### config.mk
export PLATFORM = sky130hd
export DESIGN_NAME = utrd_datapath
export DESIGN_NICKNAME = d
export VERILOG_FILES = /design/src/utrd_pkg.sv /design/src/utrd_datapath.sv
export SDC_FILE = /design/constraint.sdc
export NUM_CORES = 1
export LEC_CHECK = 0
export ABC_AREA = 0
export BUFFER_PORTS_ARGS = -buffer_cell sky130_fd_sc_hd__buf_2
export CORE_ASPECT_RATIO = 1.25
export CORE_MARGIN = 8
export CORE_UTILIZATION = 35
export CTS_BUF_LIST = sky130_fd_sc_hd__clkbuf_16
export DETAILED_ROUTE_END_ITERATION = 8
export HOLD_SLACK_MARGIN = 0.03
export SLEW_MARGIN = 10
export SYNTH_ARGS = -nofsm -noshare
export SYNTH_HDL_FRONTEND = slang
export SYNTH_SLANG_ARGS = --single-unit
### constraint.sdc
create_clock -name clk_i -period 4 [get_ports clk_i]
set_input_delay 0.8 -clock clk_i [delete_from_list [all_inputs] [get_ports clk_i]]
set_output_delay 0.8 -clock clk_i [all_outputs]
set_load 0.01 [all_outputs]
### src/utrd_pkg.sv
// shared constants and carrier types for the serial transmit/receive data path
// assumes a single system clock; registers are word aligned on a 32-bit bus
package utrd_pkg;
    // register byte offsets
    localparam logic [4:0] UTRD_OFS_DATA = 5'h00;
    localparam logic [4:0] UTRD_OFS_STAT = 5'h04;
    localparam logic [4:0] UTRD_OFS_CTRL = 5'h08;
    localparam logic [4:0] UTRD_OFS_BAUD = 5'h0C;
    // status bit positions
    localparam int UTRD_ST_TBE = 0;
    localparam int UTRD_ST_TDONE = 1;
    localparam int UTRD_ST_RFULL = 2;
    localparam int UTRD_ST_RX9 = 3;
    // reset values: eight-bit characters, everything disabled
    localparam logic [12:0] UTRD_CTRL_RST = 13'h00C0;
    localparam logic [15:0] UTRD_BAUD_RST = 16'h0103;
    // character size codes
    localparam logic [2:0] UTRD_SIZE_NINE = 3'h7;
    localparam logic [3:0] UTRD_NB_BASE = 4'h5;
    localparam logic [3:0] UTRD_NB_NINE = 4'h9;
    // control register layout, bit 0 at the bottom
    typedef struct packed {
        logic sync_mode;
        logic two_stop;
        logic parity_odd;
        logic parity_mode_hi;
        logic [2:0] char_size_sel;
        logic tx_ninth_bit;
        logic rx_complete_irq_en;
        logic tx_complete_irq_en;
        logic tx_buffer_empty_irq_en;
        logic receiver_enable;
        logic transmitter_enable;
    } utrd_ctrl_t;
    // one character with its ninth bit
    typedef struct packed {
        logic ninth;
        logic [7:0] low;
    } utrd_char_t;
    // frame sequencer states, shared by both directions
    typedef enum logic [4:0] {
        UTRD_IDLE = 5'h01,
        UTRD_START = 5'h02,
        UTRD_DATA = 5'h04,
        UTRD_PAR = 5'h08,
        UTRD_STOP = 5'h10
    } utrd_st_t;
endpackage

### src/utrd_datapath.sv
// serial port transmit and receive data path with flags and interrupt requests
// assumes a classic wishbone master on clk_i; rxd_i and xck_i are asynchronous pins
//
// Register access over Wishbone and the register addresses were decided locally.
`timescale 1ns/1ps
// Operation
// - the ninth bit may mark an address frame or carry protocol information
// - buffer-empty flag is high while the transmit buffer is empty, low while full
// - buffer-empty request stays up while its enable and the flag are set
// - a data write loads the transmit buffer and clears the buffer-empty flag
// - transmit-complete sets when the frame is out and the buffer is empty
// - transmit-complete clears on interrupt acknowledge or a written one
// - transmit-complete request follows the flag when its enable is set
// - with the upper parity bit set, parity goes between data and stop bits
// - clearing the transmitter enable waits until shifter and buffer are drained
// - once really disabled the transmitter releases the transmit pin
// - receiver enable makes the receive pin the serial input
// - in synchronous mode the receiver samples on the transfer clock pin
// - receiver starts on a valid start bit and shifts bits up to the stop
// - a second stop bit is ignored; the frame ends at the first stop
// - at the first stop bit the shifter moves into the receive buffer
// - unused upper data bits read as zero for short characters
// - the shifter loads when idle or right after the last stop bit
// - upper written data bits are ignored for short characters
// - receive-complete shows unread data; disabling the receiver flushes it
// - parity is the xor of data bits, inverted when odd; lsb first
module utrd_datapath
    import utrd_pkg::*;
(
    input wire logic clk_i,
    input wire logic rst_i,
    input wire logic wb_cyc_i,
    input wire logic wb_stb_i,
    input wire logic wb_we_i,
    input wire logic [4:0] wb_adr_i,
    input wire logic [3:0] wb_sel_i,
    input wire logic [31:0] wb_dat_i,
    output logic [31:0] wb_dat_o,
    output logic wb_ack_o,
    output logic txd_o,
    output logic txd_oe_o,
    input wire logic rxd_i,
    output logic rx_pin_own_o,
    input wire logic xck_i,
    input wire logic tdone_ack_i,
    output logic tbe_irq_o,
    output logic tdone_irq_o,
    output logic rfull_irq_o
);
    logic ack_r;
    logic [31:0] dat_r;
    logic acc;
    logic wr_data;
    logic rd_data;
    logic wr_stat;
    logic [12:0] ctrl_r;
    utrd_ctrl_t cf;
    logic [15:0] baud_r;
    logic [3:0] nbits;
    logic [8:0] dmask;
    logic rxd_m_r;
    logic rxd_s_r;
    logic xck_m_r;
    logic xck_s_r;
    logic xck_d_r;
    logic xck_rise;
    logic xck_fall;
    utrd_char_t buf_r;
    logic buf_full_r;
    logic tdone_r;
    logic transmitter_enable_eff_r;
    utrd_st_t tx_st_r;
    logic [8:0] tx_sh_r;
    logic [3:0] tx_cnt_r;
    logic tx_par_r;
    logic tx_stop2_r;
    logic [15:0] tx_div_r;
    logic tx_tick;
    logic tx_last;
    logic tx_load;
    logic txd_r;
    logic txd_oe_r;
    utrd_st_t rx_st_r;
    logic [8:0] rx_sh_r;
    logic [3:0] rx_cnt_r;
    logic [15:0] rx_div_r;
    logic rx_samp;
    logic rx_done;
    utrd_char_t rxb_r;
    logic rx_full_r;
    logic rx_own_r;
    logic tbe_irq_r;
    logic tdone_irq_r;
    logic rfull_irq_r;

    // bus decode; a write or a pop happens at the edge where the master sees ack
    assign acc = wb_cyc_i & wb_stb_i & ack_r;
    assign wr_data = acc & wb_we_i & wb_sel_i[0] & (wb_adr_i == UTRD_OFS_DATA);
    assign rd_data = acc & ~wb_we_i & (wb_adr_i == UTRD_OFS_DATA);
    assign wr_stat = acc & wb_we_i & wb_sel_i[0] & (wb_adr_i == UTRD_OFS_STAT);
    assign cf = utrd_ctrl_t'(ctrl_r);

    // character length and mask of valid data bits
    assign nbits = (cf.char_size_sel == UTRD_SIZE_NINE) ? UTRD_NB_NINE
                 : UTRD_NB_BASE + {2'b00, cf.char_size_sel[1:0]};
    assign dmask = ~(9'h1FF << nbits);

    // ack one cycle after the request, dropped the cycle after
    always_ff @(posedge clk_i) begin
        if (rst_i) begin
            ack_r <= 1'b0;
        end else begin
            ack_r <= wb_cyc_i & wb_stb_i & ~ack_r;
        end
    end

    // read data captured with ack; unmapped offsets read zero
    always_ff @(posedge clk_i) begin
        if (rst_i) begin
            dat_r <= 32'h0000_0000;
        end else if (wb_cyc_i & wb_stb_i & ~ack_r) begin
            unique case (wb_adr_i)
                UTRD_OFS_DATA: dat_r <= {24'h00_0000, rxb_r.low};
                UTRD_OFS_STAT: dat_r <= {28'h000_0000, rxb_r.ninth, rx_full_r, tdone_r,
                                         ~buf_full_r};
                UTRD_OFS_CTRL: dat_r <= {19'h0_0000, ctrl_r};
                UTRD_OFS_BAUD: dat_r <= {16'h0000, baud_r};
                default: dat_r <= 32'h0000_0000;
            endcase
        end
    end

    // control and divisor registers, byte lanes honoured
    always_ff @(posedge clk_i) begin
        if (rst_i) begin
            ctrl_r <= UTRD_CTRL_RST;
            baud_r <= UTRD_BAUD_RST;
        end else if (acc & wb_we_i) begin
            if (wb_adr_i == UTRD_OFS_CTRL) begin
                if (wb_sel_i[0]) begin
                    ctrl_r[7:0] <= wb_dat_i[7:0];
                end
                if (wb_sel_i[1]) begin
                    ctrl_r[12:8] <= wb_dat_i[12:8];
                end
            end
            if (wb_adr_i == UTRD_OFS_BAUD) begin
                if (wb_sel_i[0]) begin
                    baud_r[7:0] <= wb_dat_i[7:0];
                end
                if (wb_sel_i[1]) begin
                    baud_r[15:8] <= wb_dat_i[15:8];
                end
            end
        end
    end

    // pin synchronisers; the second stage is looked at, plus a third stage for transfer clock edges
    always_ff @(posedge clk_i) begin
        if (rst_i) begin
            rxd_m_r <= 1'b1;
            rxd_s_r <= 1'b1;
            xck_m_r <= 1'b0;
            xck_s_r <= 1'b0;
            xck_d_r <= 1'b0;
        end else begin
            rxd_m_r <= rxd_i;
            rxd_s_r <= rxd_m_r;
            xck_m_r <= xck_i;
            xck_s_r <= xck_m_r;
            xck_d_r <= xck_s_r;
        end
    end
    assign xck_rise = xck_s_r & ~xck_d_r;
    assign xck_fall = ~xck_s_r & xck_d_r;

    // transmit bit timing: divisor in async mode, falling transfer clock in sync mode
    assign tx_tick = cf.sync_mode ? xck_fall : (tx_div_r == 16'h0000);
    assign tx_last = (tx_st_r == UTRD_STOP) & tx_tick & (~cf.two_stop | tx_stop2_r);
    assign tx_load = buf_full_r & transmitter_enable_eff_r & ((tx_st_r == UTRD_IDLE) | tx_last);

    // divisor restarts while idle so each frame starts with a whole start bit
    always_ff @(posedge clk_i) begin
        if (rst_i) begin
            tx_div_r <= UTRD_BAUD_RST;
        end else if ((tx_st_r == UTRD_IDLE) | (tx_div_r == 16'h0000)) begin
            tx_div_r <= baud_r;
        end else begin
            tx_div_r <= tx_div_r - 16'h0001;
        end
    end

    // transmit buffer; a write while the shifter loads still wins the buffer
    always_ff @(posedge clk_i) begin
        if (rst_i) begin
            buf_full_r <= 1'b0;
            buf_r <= '0;
        end else if (wr_data) begin
            buf_full_r <= 1'b1;
            buf_r <= utrd_char_t'({cf.tx_ninth_bit, wb_dat_i[7:0]} & dmask);
        end else if (tx_load) begin
            buf_full_r <= 1'b0;
        end
    end

    // shifter load with parity over the masked character
    always_ff @(posedge clk_i) begin
        if (rst_i) begin
            tx_sh_r <= 9'h000;
            tx_par_r <= 1'b0;
        end else if (tx_load) begin
            tx_sh_r <= buf_r;
            tx_par_r <= ^buf_r ^ cf.parity_odd;
        end
    end

    // transmit frame sequencer
    always_ff @(posedge clk_i) begin
        if (rst_i) begin
            tx_st_r <= UTRD_IDLE;
            tx_cnt_r <= 4'h0;
            tx_stop2_r <= 1'b0;
        end else begin
            unique case (tx_st_r)
                UTRD_IDLE: begin
                    if (tx_load) begin
                        tx_st_r <= UTRD_START;
                    end
                end
                UTRD_START: begin
                    tx_stop2_r <= 1'b0;
                    if (tx_tick) begin
                        tx_st_r <= UTRD_DATA;
                        tx_cnt_r <= 4'h0;
                    end
                end
                UTRD_DATA: begin
                    if (tx_tick) begin
                        if (tx_cnt_r == nbits - 4'h1) begin
                            tx_st_r <= cf.parity_mode_hi ? UTRD_PAR : UTRD_STOP;
                        end else begin
                            tx_cnt_r <= tx_cnt_r + 4'h1;
                        end
                    end
                end
                UTRD_PAR: begin
                    if (tx_tick) begin
                        tx_st_r <= UTRD_STOP;
                    end
                end
                UTRD_STOP: begin
                    if (tx_tick & cf.two_stop & ~tx_stop2_r) begin
                        tx_stop2_r <= 1'b1;
                    end else if (tx_load) begin
                        tx_st_r <= UTRD_START;
                    end else if (tx_last) begin
                        tx_st_r <= UTRD_IDLE;
                    end
                end
                default: tx_st_r <= UTRD_IDLE;
            endcase
        end
    end

    // line level follows the state one cycle later; idle line is high
    always_ff @(posedge clk_i) begin
        if (rst_i) begin
            txd_r <= 1'b1;
        end else begin
            unique case (tx_st_r)
                UTRD_START: txd_r <= 1'b0;
                UTRD_DATA: txd_r <= tx_sh_r[tx_cnt_r];
                UTRD_PAR: txd_r <= tx_par_r;
                default: txd_r <= 1'b1;
            endcase
        end
    end

    // effective enable: turning off waits for shifter and buffer to drain
    always_ff @(posedge clk_i) begin
        if (rst_i) begin
            transmitter_enable_eff_r <= 1'b0;
            txd_oe_r <= 1'b0;
        end else begin
            if (cf.transmitter_enable) begin
                transmitter_enable_eff_r <= 1'b1;
            end else if ((tx_st_r == UTRD_IDLE) & ~buf_full_r) begin
                transmitter_enable_eff_r <= 1'b0;
            end
            txd_oe_r <= transmitter_enable_eff_r;
        end
    end

    // transmit-complete: a new completion beats a clear in the same cycle
    always_ff @(posedge clk_i) begin
        if (rst_i) begin
            tdone_r <= 1'b0;
        end else if (tx_last & ~buf_full_r) begin
            tdone_r <= 1'b1;
        end else if (tdone_ack_i | (wr_stat & wb_dat_i[UTRD_ST_TDONE])) begin
            tdone_r <= 1'b0;
        end
    end

    // receive sampling: mid-bit by divisor, or rising transfer clock
    assign rx_samp = cf.sync_mode ? xck_rise : (rx_div_r == 16'h0000);
    assign rx_done = (rx_st_r == UTRD_STOP) & rx_samp;

    // half a bit preset while idle puts async samples mid-bit
    always_ff @(posedge clk_i) begin
        if (rst_i) begin
            rx_div_r <= 16'h0000;
        end else if (rx_st_r == UTRD_IDLE) begin
            rx_div_r <= {1'b0, baud_r[15:1]};
        end else if (rx_div_r == 16'h0000) begin
            rx_div_r <= baud_r;
        end else begin
            rx_div_r <= rx_div_r - 16'h0001;
        end
    end

    // receive frame sequencer; parity is only skipped, not checked
    always_ff @(posedge clk_i) begin
        if (rst_i | ~cf.receiver_enable) begin
            rx_st_r <= UTRD_IDLE;
            rx_cnt_r <= 4'h0;
            rx_sh_r <= 9'h000;
        end else begin
            unique case (rx_st_r)
                UTRD_IDLE: begin
                    rx_cnt_r <= 4'h0;
                    rx_sh_r <= 9'h000;
                    if (~rxd_s_r & (~cf.sync_mode | xck_rise)) begin
                        rx_st_r <= cf.sync_mode ? UTRD_DATA : UTRD_START;
                    end
                end
                UTRD_START: begin
                    if (rx_samp) begin
                        rx_st_r <= rxd_s_r ? UTRD_IDLE : UTRD_DATA;
                    end
                end
                UTRD_DATA: begin
                    if (rx_samp) begin
                        rx_sh_r[rx_cnt_r] <= rxd_s_r;
                        rx_cnt_r <= rx_cnt_r + 4'h1;
                        if (rx_cnt_r == nbits - 4'h1) begin
                            rx_st_r <= cf.parity_mode_hi ? UTRD_PAR : UTRD_STOP;
                        end
                    end
                end
                UTRD_PAR: begin
                    if (rx_samp) begin
                        rx_st_r <= UTRD_STOP;
                    end
                end
                UTRD_STOP: begin
                    if (rx_samp) begin
                        rx_st_r <= UTRD_IDLE;
                    end
                end
                default: rx_st_r <= UTRD_IDLE;
            endcase
        end
    end

    // receive buffer: a new frame beats a pop; disable flushes it
    always_ff @(posedge clk_i) begin
        if (rst_i | ~cf.receiver_enable) begin
            rx_full_r <= 1'b0;
            rxb_r <= '0;
        end else if (rx_done) begin
            rx_full_r <= 1'b1;
            rxb_r <= utrd_char_t'(rx_sh_r);
        end else if (rd_data) begin
            rx_full_r <= 1'b0;
        end
    end

    // pin ownership and interrupt request levels, all registered
    always_ff @(posedge clk_i) begin
        if (rst_i) begin
            rx_own_r <= 1'b0;
            tbe_irq_r <= 1'b0;
            tdone_irq_r <= 1'b0;
            rfull_irq_r <= 1'b0;
        end else begin
            rx_own_r <= cf.receiver_enable;
            tbe_irq_r <= cf.tx_buffer_empty_irq_en & ~buf_full_r;
            tdone_irq_r <= cf.tx_complete_irq_en & tdone_r;
            rfull_irq_r <= cf.rx_complete_irq_en & rx_full_r;
        end
    end

    assign wb_dat_o = dat_r;
    assign wb_ack_o = ack_r;
    assign txd_o = txd_r;
    assign txd_oe_o = txd_oe_r;
    assign rx_pin_own_o = rx_own_r;
    assign tbe_irq_o = tbe_irq_r;
    assign tdone_irq_o = tdone_irq_r;
    assign rfull_irq_o = rfull_irq_r;
endmodule // utrd_datapath

==> Implementation_results.wiki <==
{| class="wikitable"
! Metric !! Value
|-
| Outcome || finished clean
|-
| Unrepaired setup endpoints after global routing || no
|-
| Slowest cell on the critical path || sky130_fd_sc_hd__a2111oi_2
|-
| Number of I/O port buffers || 53
|-
| Number of different library cells in the post-synthesis netlist || 63
|-
| Worst Setup Start Kind || register
|-
| Combined area of the multi-input logic cells || 3956 um^2
|-
| Antenna Diode Count || 0
|-
| Sequential group share of total power || 48.3%
|-
| Share of synthesized area occupied by flip-flops and latches || 41.12%
|-
| Number of clock buffers inserted by TritonCTS || 17
|-
| Minimum period implied by the final worst setup slack || 3009 ps
|-
| Number of DRC markers in iteration 0 || 489
|-
| Clock-pin transition on the worst setup and hold timing paths || 60 ps
|-
| Max FO, Critical Path || 14
|-
| Number of cells on the worst hold path || 1
|-
| Delay of the slowest critical-path stage || 480 ps
|-
| Switching fraction of total power || 23.98%
|-
| Number of placed I/O pins || 88
|-
| Crit path DAT || 3290 ps
|-
| # hold bufs at CTS || 0
|-
| Max-slew headroom at the worst pin || 39.21%
|-
| Gate family responsible for the most delay along the worst path || compound AO/OA/AOI/OAI gates
|-
| Clock sink count || 149
|-
| Met2 WL || 9713 um
|-
| Path type of the worst setup path || reg -> reg
|-
| Flip-flop and latch area || 2983 um^2
|-
| Worst vdd ir || 262.8 uV
|-
| Final HPWL from detailed placement || 14090 um
|-
| Wire length of the first global-routing pass || 30770 um
|-
| Kind of path behind the tightest hold check || reg -> reg
|-
| Number of setup buffers added after CTS || 0
|-
| Detailed route wirelength on metal3 || 914 um
|-
| Source of the worst hold timing path || rxd_m_r
|-
| Via/cell ratio || 5.236
|-
| Clock tree from TritonCTS || done
|-
| Vias in the first global route || 5743
|-
| Max-cap check violation count || 0
|-
| Post-Synthesis Mean Instance Area || 8.553 um^2
|-
| Area growth from synthesis to layout || 12.82%
|-
| Final number of hold-violating endpoints || 0
|-
| Cell area after synthesis || 7253 um^2
|-
| Number of antenna-violating nets in the routed design || 0
|-
| Max frequency || 0.3323 GHz
|-
| Commonest non-fill, non-tap cells in the layout || sky130_fd_sc_hd__dfxtp_1, sky130_fd_sc_hd__nand2_1, sky130_fd_sc_hd__nor2_1, sky130_fd_sc_hd__a21oi_1, sky130_fd_sc_hd__buf_2
|-
| RD Place Congestion || 0.8452
|-
| Number of placed instances with taps included || 1131
|-
| Remaining design rule violation count || 0
|-
| Post-route met1 wirelength || 8151 um
|-
| Transition time at the pin with the least slew margin || 911.8 ps
|-
| Final cell count without fillers || 1163
|-
| Buffers & Inverters on Critical Path || 0
|-
| Initial core utilization || 35.22%
|-
| Routed len/inst || 16.57 um
|-
| Kind of end point of the critical path || register
|-
| Gate power share || 6.2%
|-
| Top_reg_cell synth || sky130_fd_sc_hd__dfxtp_1
|-
| Clk_lat worst skew || 430 ps
|-
| Fill cells || 2115
|-
| Total overflow reported by the global router || 0
|-
| Die width || 144.8 um
|-
| Number of cell instances on the worst register-to-register path || 10
|-
| Placeable core region || 20600 um^2
|-
| Die Height || 177.0 um
|-
| Full die area || 25620 um^2
|-
| Number of buffers between clock root and the deepest sink || 2
|-
| EDFF count, synth || 0
|-
| LEAKAGE || 3.202 nW
|-
| Overall power of the completed layout || 3.170 mW
|-
| Crit path depth || 10
|-
| Via count || 6089
|-
| Internal power || 2.410 mW
|-
| Portion of the clock cycle consumed by the worst path in the final layout || 75.24%
|-
| Placed standard-cell area || 7659 um^2
|-
| Final wirelength || 19270 um
|-
| Clock power frac || 45.5%
|-
| Power per cell area || 387.3 nW/um^2
|-
| Flip-flop and latch count after synthesis || 149
|-
| Net switching power || 760.0 uW
|-
| Fin Setup TNS || 0 ps
|-
| Crit-path cells || ha_1, nand2_1, nand2_1, ha_1, xor2_1, xnor2_1, a2111oi_2, nor2_1, a221oi_2, o32ai_1
|-
| Pin count of the biggest net entering global routing || 86
|-
| Number of cells upsized or downsized after cts || 0
|-
| Fin area || 8183 um^2
|-
| Finish-stage setup viols || 0
|-
| Launching instance or port of the critical path || cf[6]
|-
| Number of H-tree levels || 4
|-
| Asr flop ratio synth || 0%
|-
| Critical path data required time || 4280 ps
|-
| RR Startpoint || cf[6]
|-
| Total number of yosys warnings || 0
|-
| Combined global-route utilization of all metal layers || 15.56%
|-
| Max-slew violation count || 0
|-
| Highest metal layer with signal wires || met4
|-
| Most common library cell in the layout ignoring fill and taps || sky130_fd_sc_hd__dfxtp_1
|-
| Final clock skew || 7.169 ps
|-
| Initial antenna violation count || 0
|-
| Nets || 935
|-
| Number of optimization iterations in the first detailed-route pass || 5
|-
| Fraction of final layout cells with drive strength greater than 1 || 12.60%
|-
| Count of standard-cell rows || 59
|-
| CTS root buf || sky130_fd_sc_hd__clkbuf_16
|-
| Worst setup slack for register-to-register paths || 990 ps
|-
| Gate count of the mapped netlist || 848
|}
[final timing paths]
check	end
max	tx_st_r[2]
min	rxd_s_r
max reg2reg	tx_st_r[2]
min reg2reg	rxd_s_r
[power by group through the flow]
stage          Clock, mW  Combinational (mW)  Sequential, mW
6_report            1.44               0.198            1.53
5_1_grt             1.54               0.222            1.53
4_1_cts             1.47               0.199            1.53
3_5_place_dp           0               0.198            1.56
3_3_place_gp           0               0.196            1.56
2_1_floorplan          0               0.155            1.56
[registers in the layout, summed over array words and instances (netlist names), 9 cells and up]
register and cells:
baud_r 16, buf_r 9, cf 13, rx_div_r 16, rx_sh_r 9, rxb_r 9
tx_div_r 16, tx_sh_r 9, wb_dat_o 16
[synth_stat cells (4+ instances only)]
cell type	instances	area, um^2
sky130_fd_sc_hd__or4_1	5	37.54
sky130_fd_sc_hd__xor2_1	19	166.4
sky130_fd_sc_hd__nand2_1	97	364.1
sky130_fd_sc_hd__and3_1	10	62.56
sky130_fd_sc_hd__a21oi_1	58	290.3
sky130_fd_sc_hd__dfxtp_1	149	2983
sky130_fd_sc_hd__o21ai_0	24	120.1
sky130_fd_sc_hd__xnor2_1	26	227.7
sky130_fd_sc_hd__nor2_1	93	349.1
sky130_fd_sc_hd__nand2b_1	9	56.30
sky130_fd_sc_hd__mux2_2	5	56.30
sky130_fd_sc_hd__buf_4	16	120.1
sky130_fd_sc_hd__inv_1	16	60.06
sky130_fd_sc_hd__nand3_1	31	155.2
sky130_fd_sc_hd__mux2i_1	47	470.5
sky130_fd_sc_hd__a211oi_1	23	172.7
sky130_fd_sc_hd__ha_1	10	125.1
sky130_fd_sc_hd__o211ai_1	19	142.6
sky130_fd_sc_hd__nor3b_1	5	37.54
sky130_fd_sc_hd__clkbuf_1	40	150.1
sky130_fd_sc_hd__buf_2	7	35.03
sky130_fd_sc_hd__nand3b_1	7	52.55
sky130_fd_sc_hd__nor3_1	21	105.1
sky130_fd_sc_hd__nor2b_1	7	43.79
sky130_fd_sc_hd__nor4_1	6	37.54
sky130_fd_sc_hd__a22o_1	10	87.58
sky130_fd_sc_hd__a22oi_1	10	75.07
sky130_fd_sc_hd__a31oi_1	14	87.58
sky130_fd_sc_hd__nor4b_1	4	35.03
sky130_fd_sc_hd__or3_1	7	43.79
[routing by layer]
metal / vias up / global-route usage, %
li1: 3039 / -
met1: 2870 / 18.54
met2: 153 / 26.17
met3: 27 / 3.104
met4: 0 / 7.345
met5: - / 0
[layout make-up]
type | instances | area share (%)
clock inverters | 15 | 1.208
flip-flops and latches | 149 | 36.45
well taps | 274 | 4.190
multi-input cells | 632 | 48.35
inverters | 17 | 0.7798
clock buffers | 17 | 5.199
repair buffers | 59 | 3.823
[through the flow]
step	util (%)	hold slack (ps)	worst slack (ps)
global placement	37.18	391.6	985.0
CTS	39.73	412.3	979.1
floorplan	-	389.5	1446
global route	39.73	441.8	767.8
detailed placement	37.18	398.1	994.7
finish	39.73	408.3	990.5
[logic make-up (layout without fill, tap and decap cells)]
family,Yosys count,count (layout),share of synthesized area (%)
AO/OA/AOI/OAI,182,182,16.46
XOR/XNOR,45,45,5.434
adder cells (fa/ha/maj),10,10,1.725
buffers and inverters,82,108,5.192
flip-flops,149,149,41.12
multiplexers,54,54,7.883
other,1,16,0.05170
AND/OR/NAND/NOR,325,325,22.13
Power figures use the tool's default switching activity.
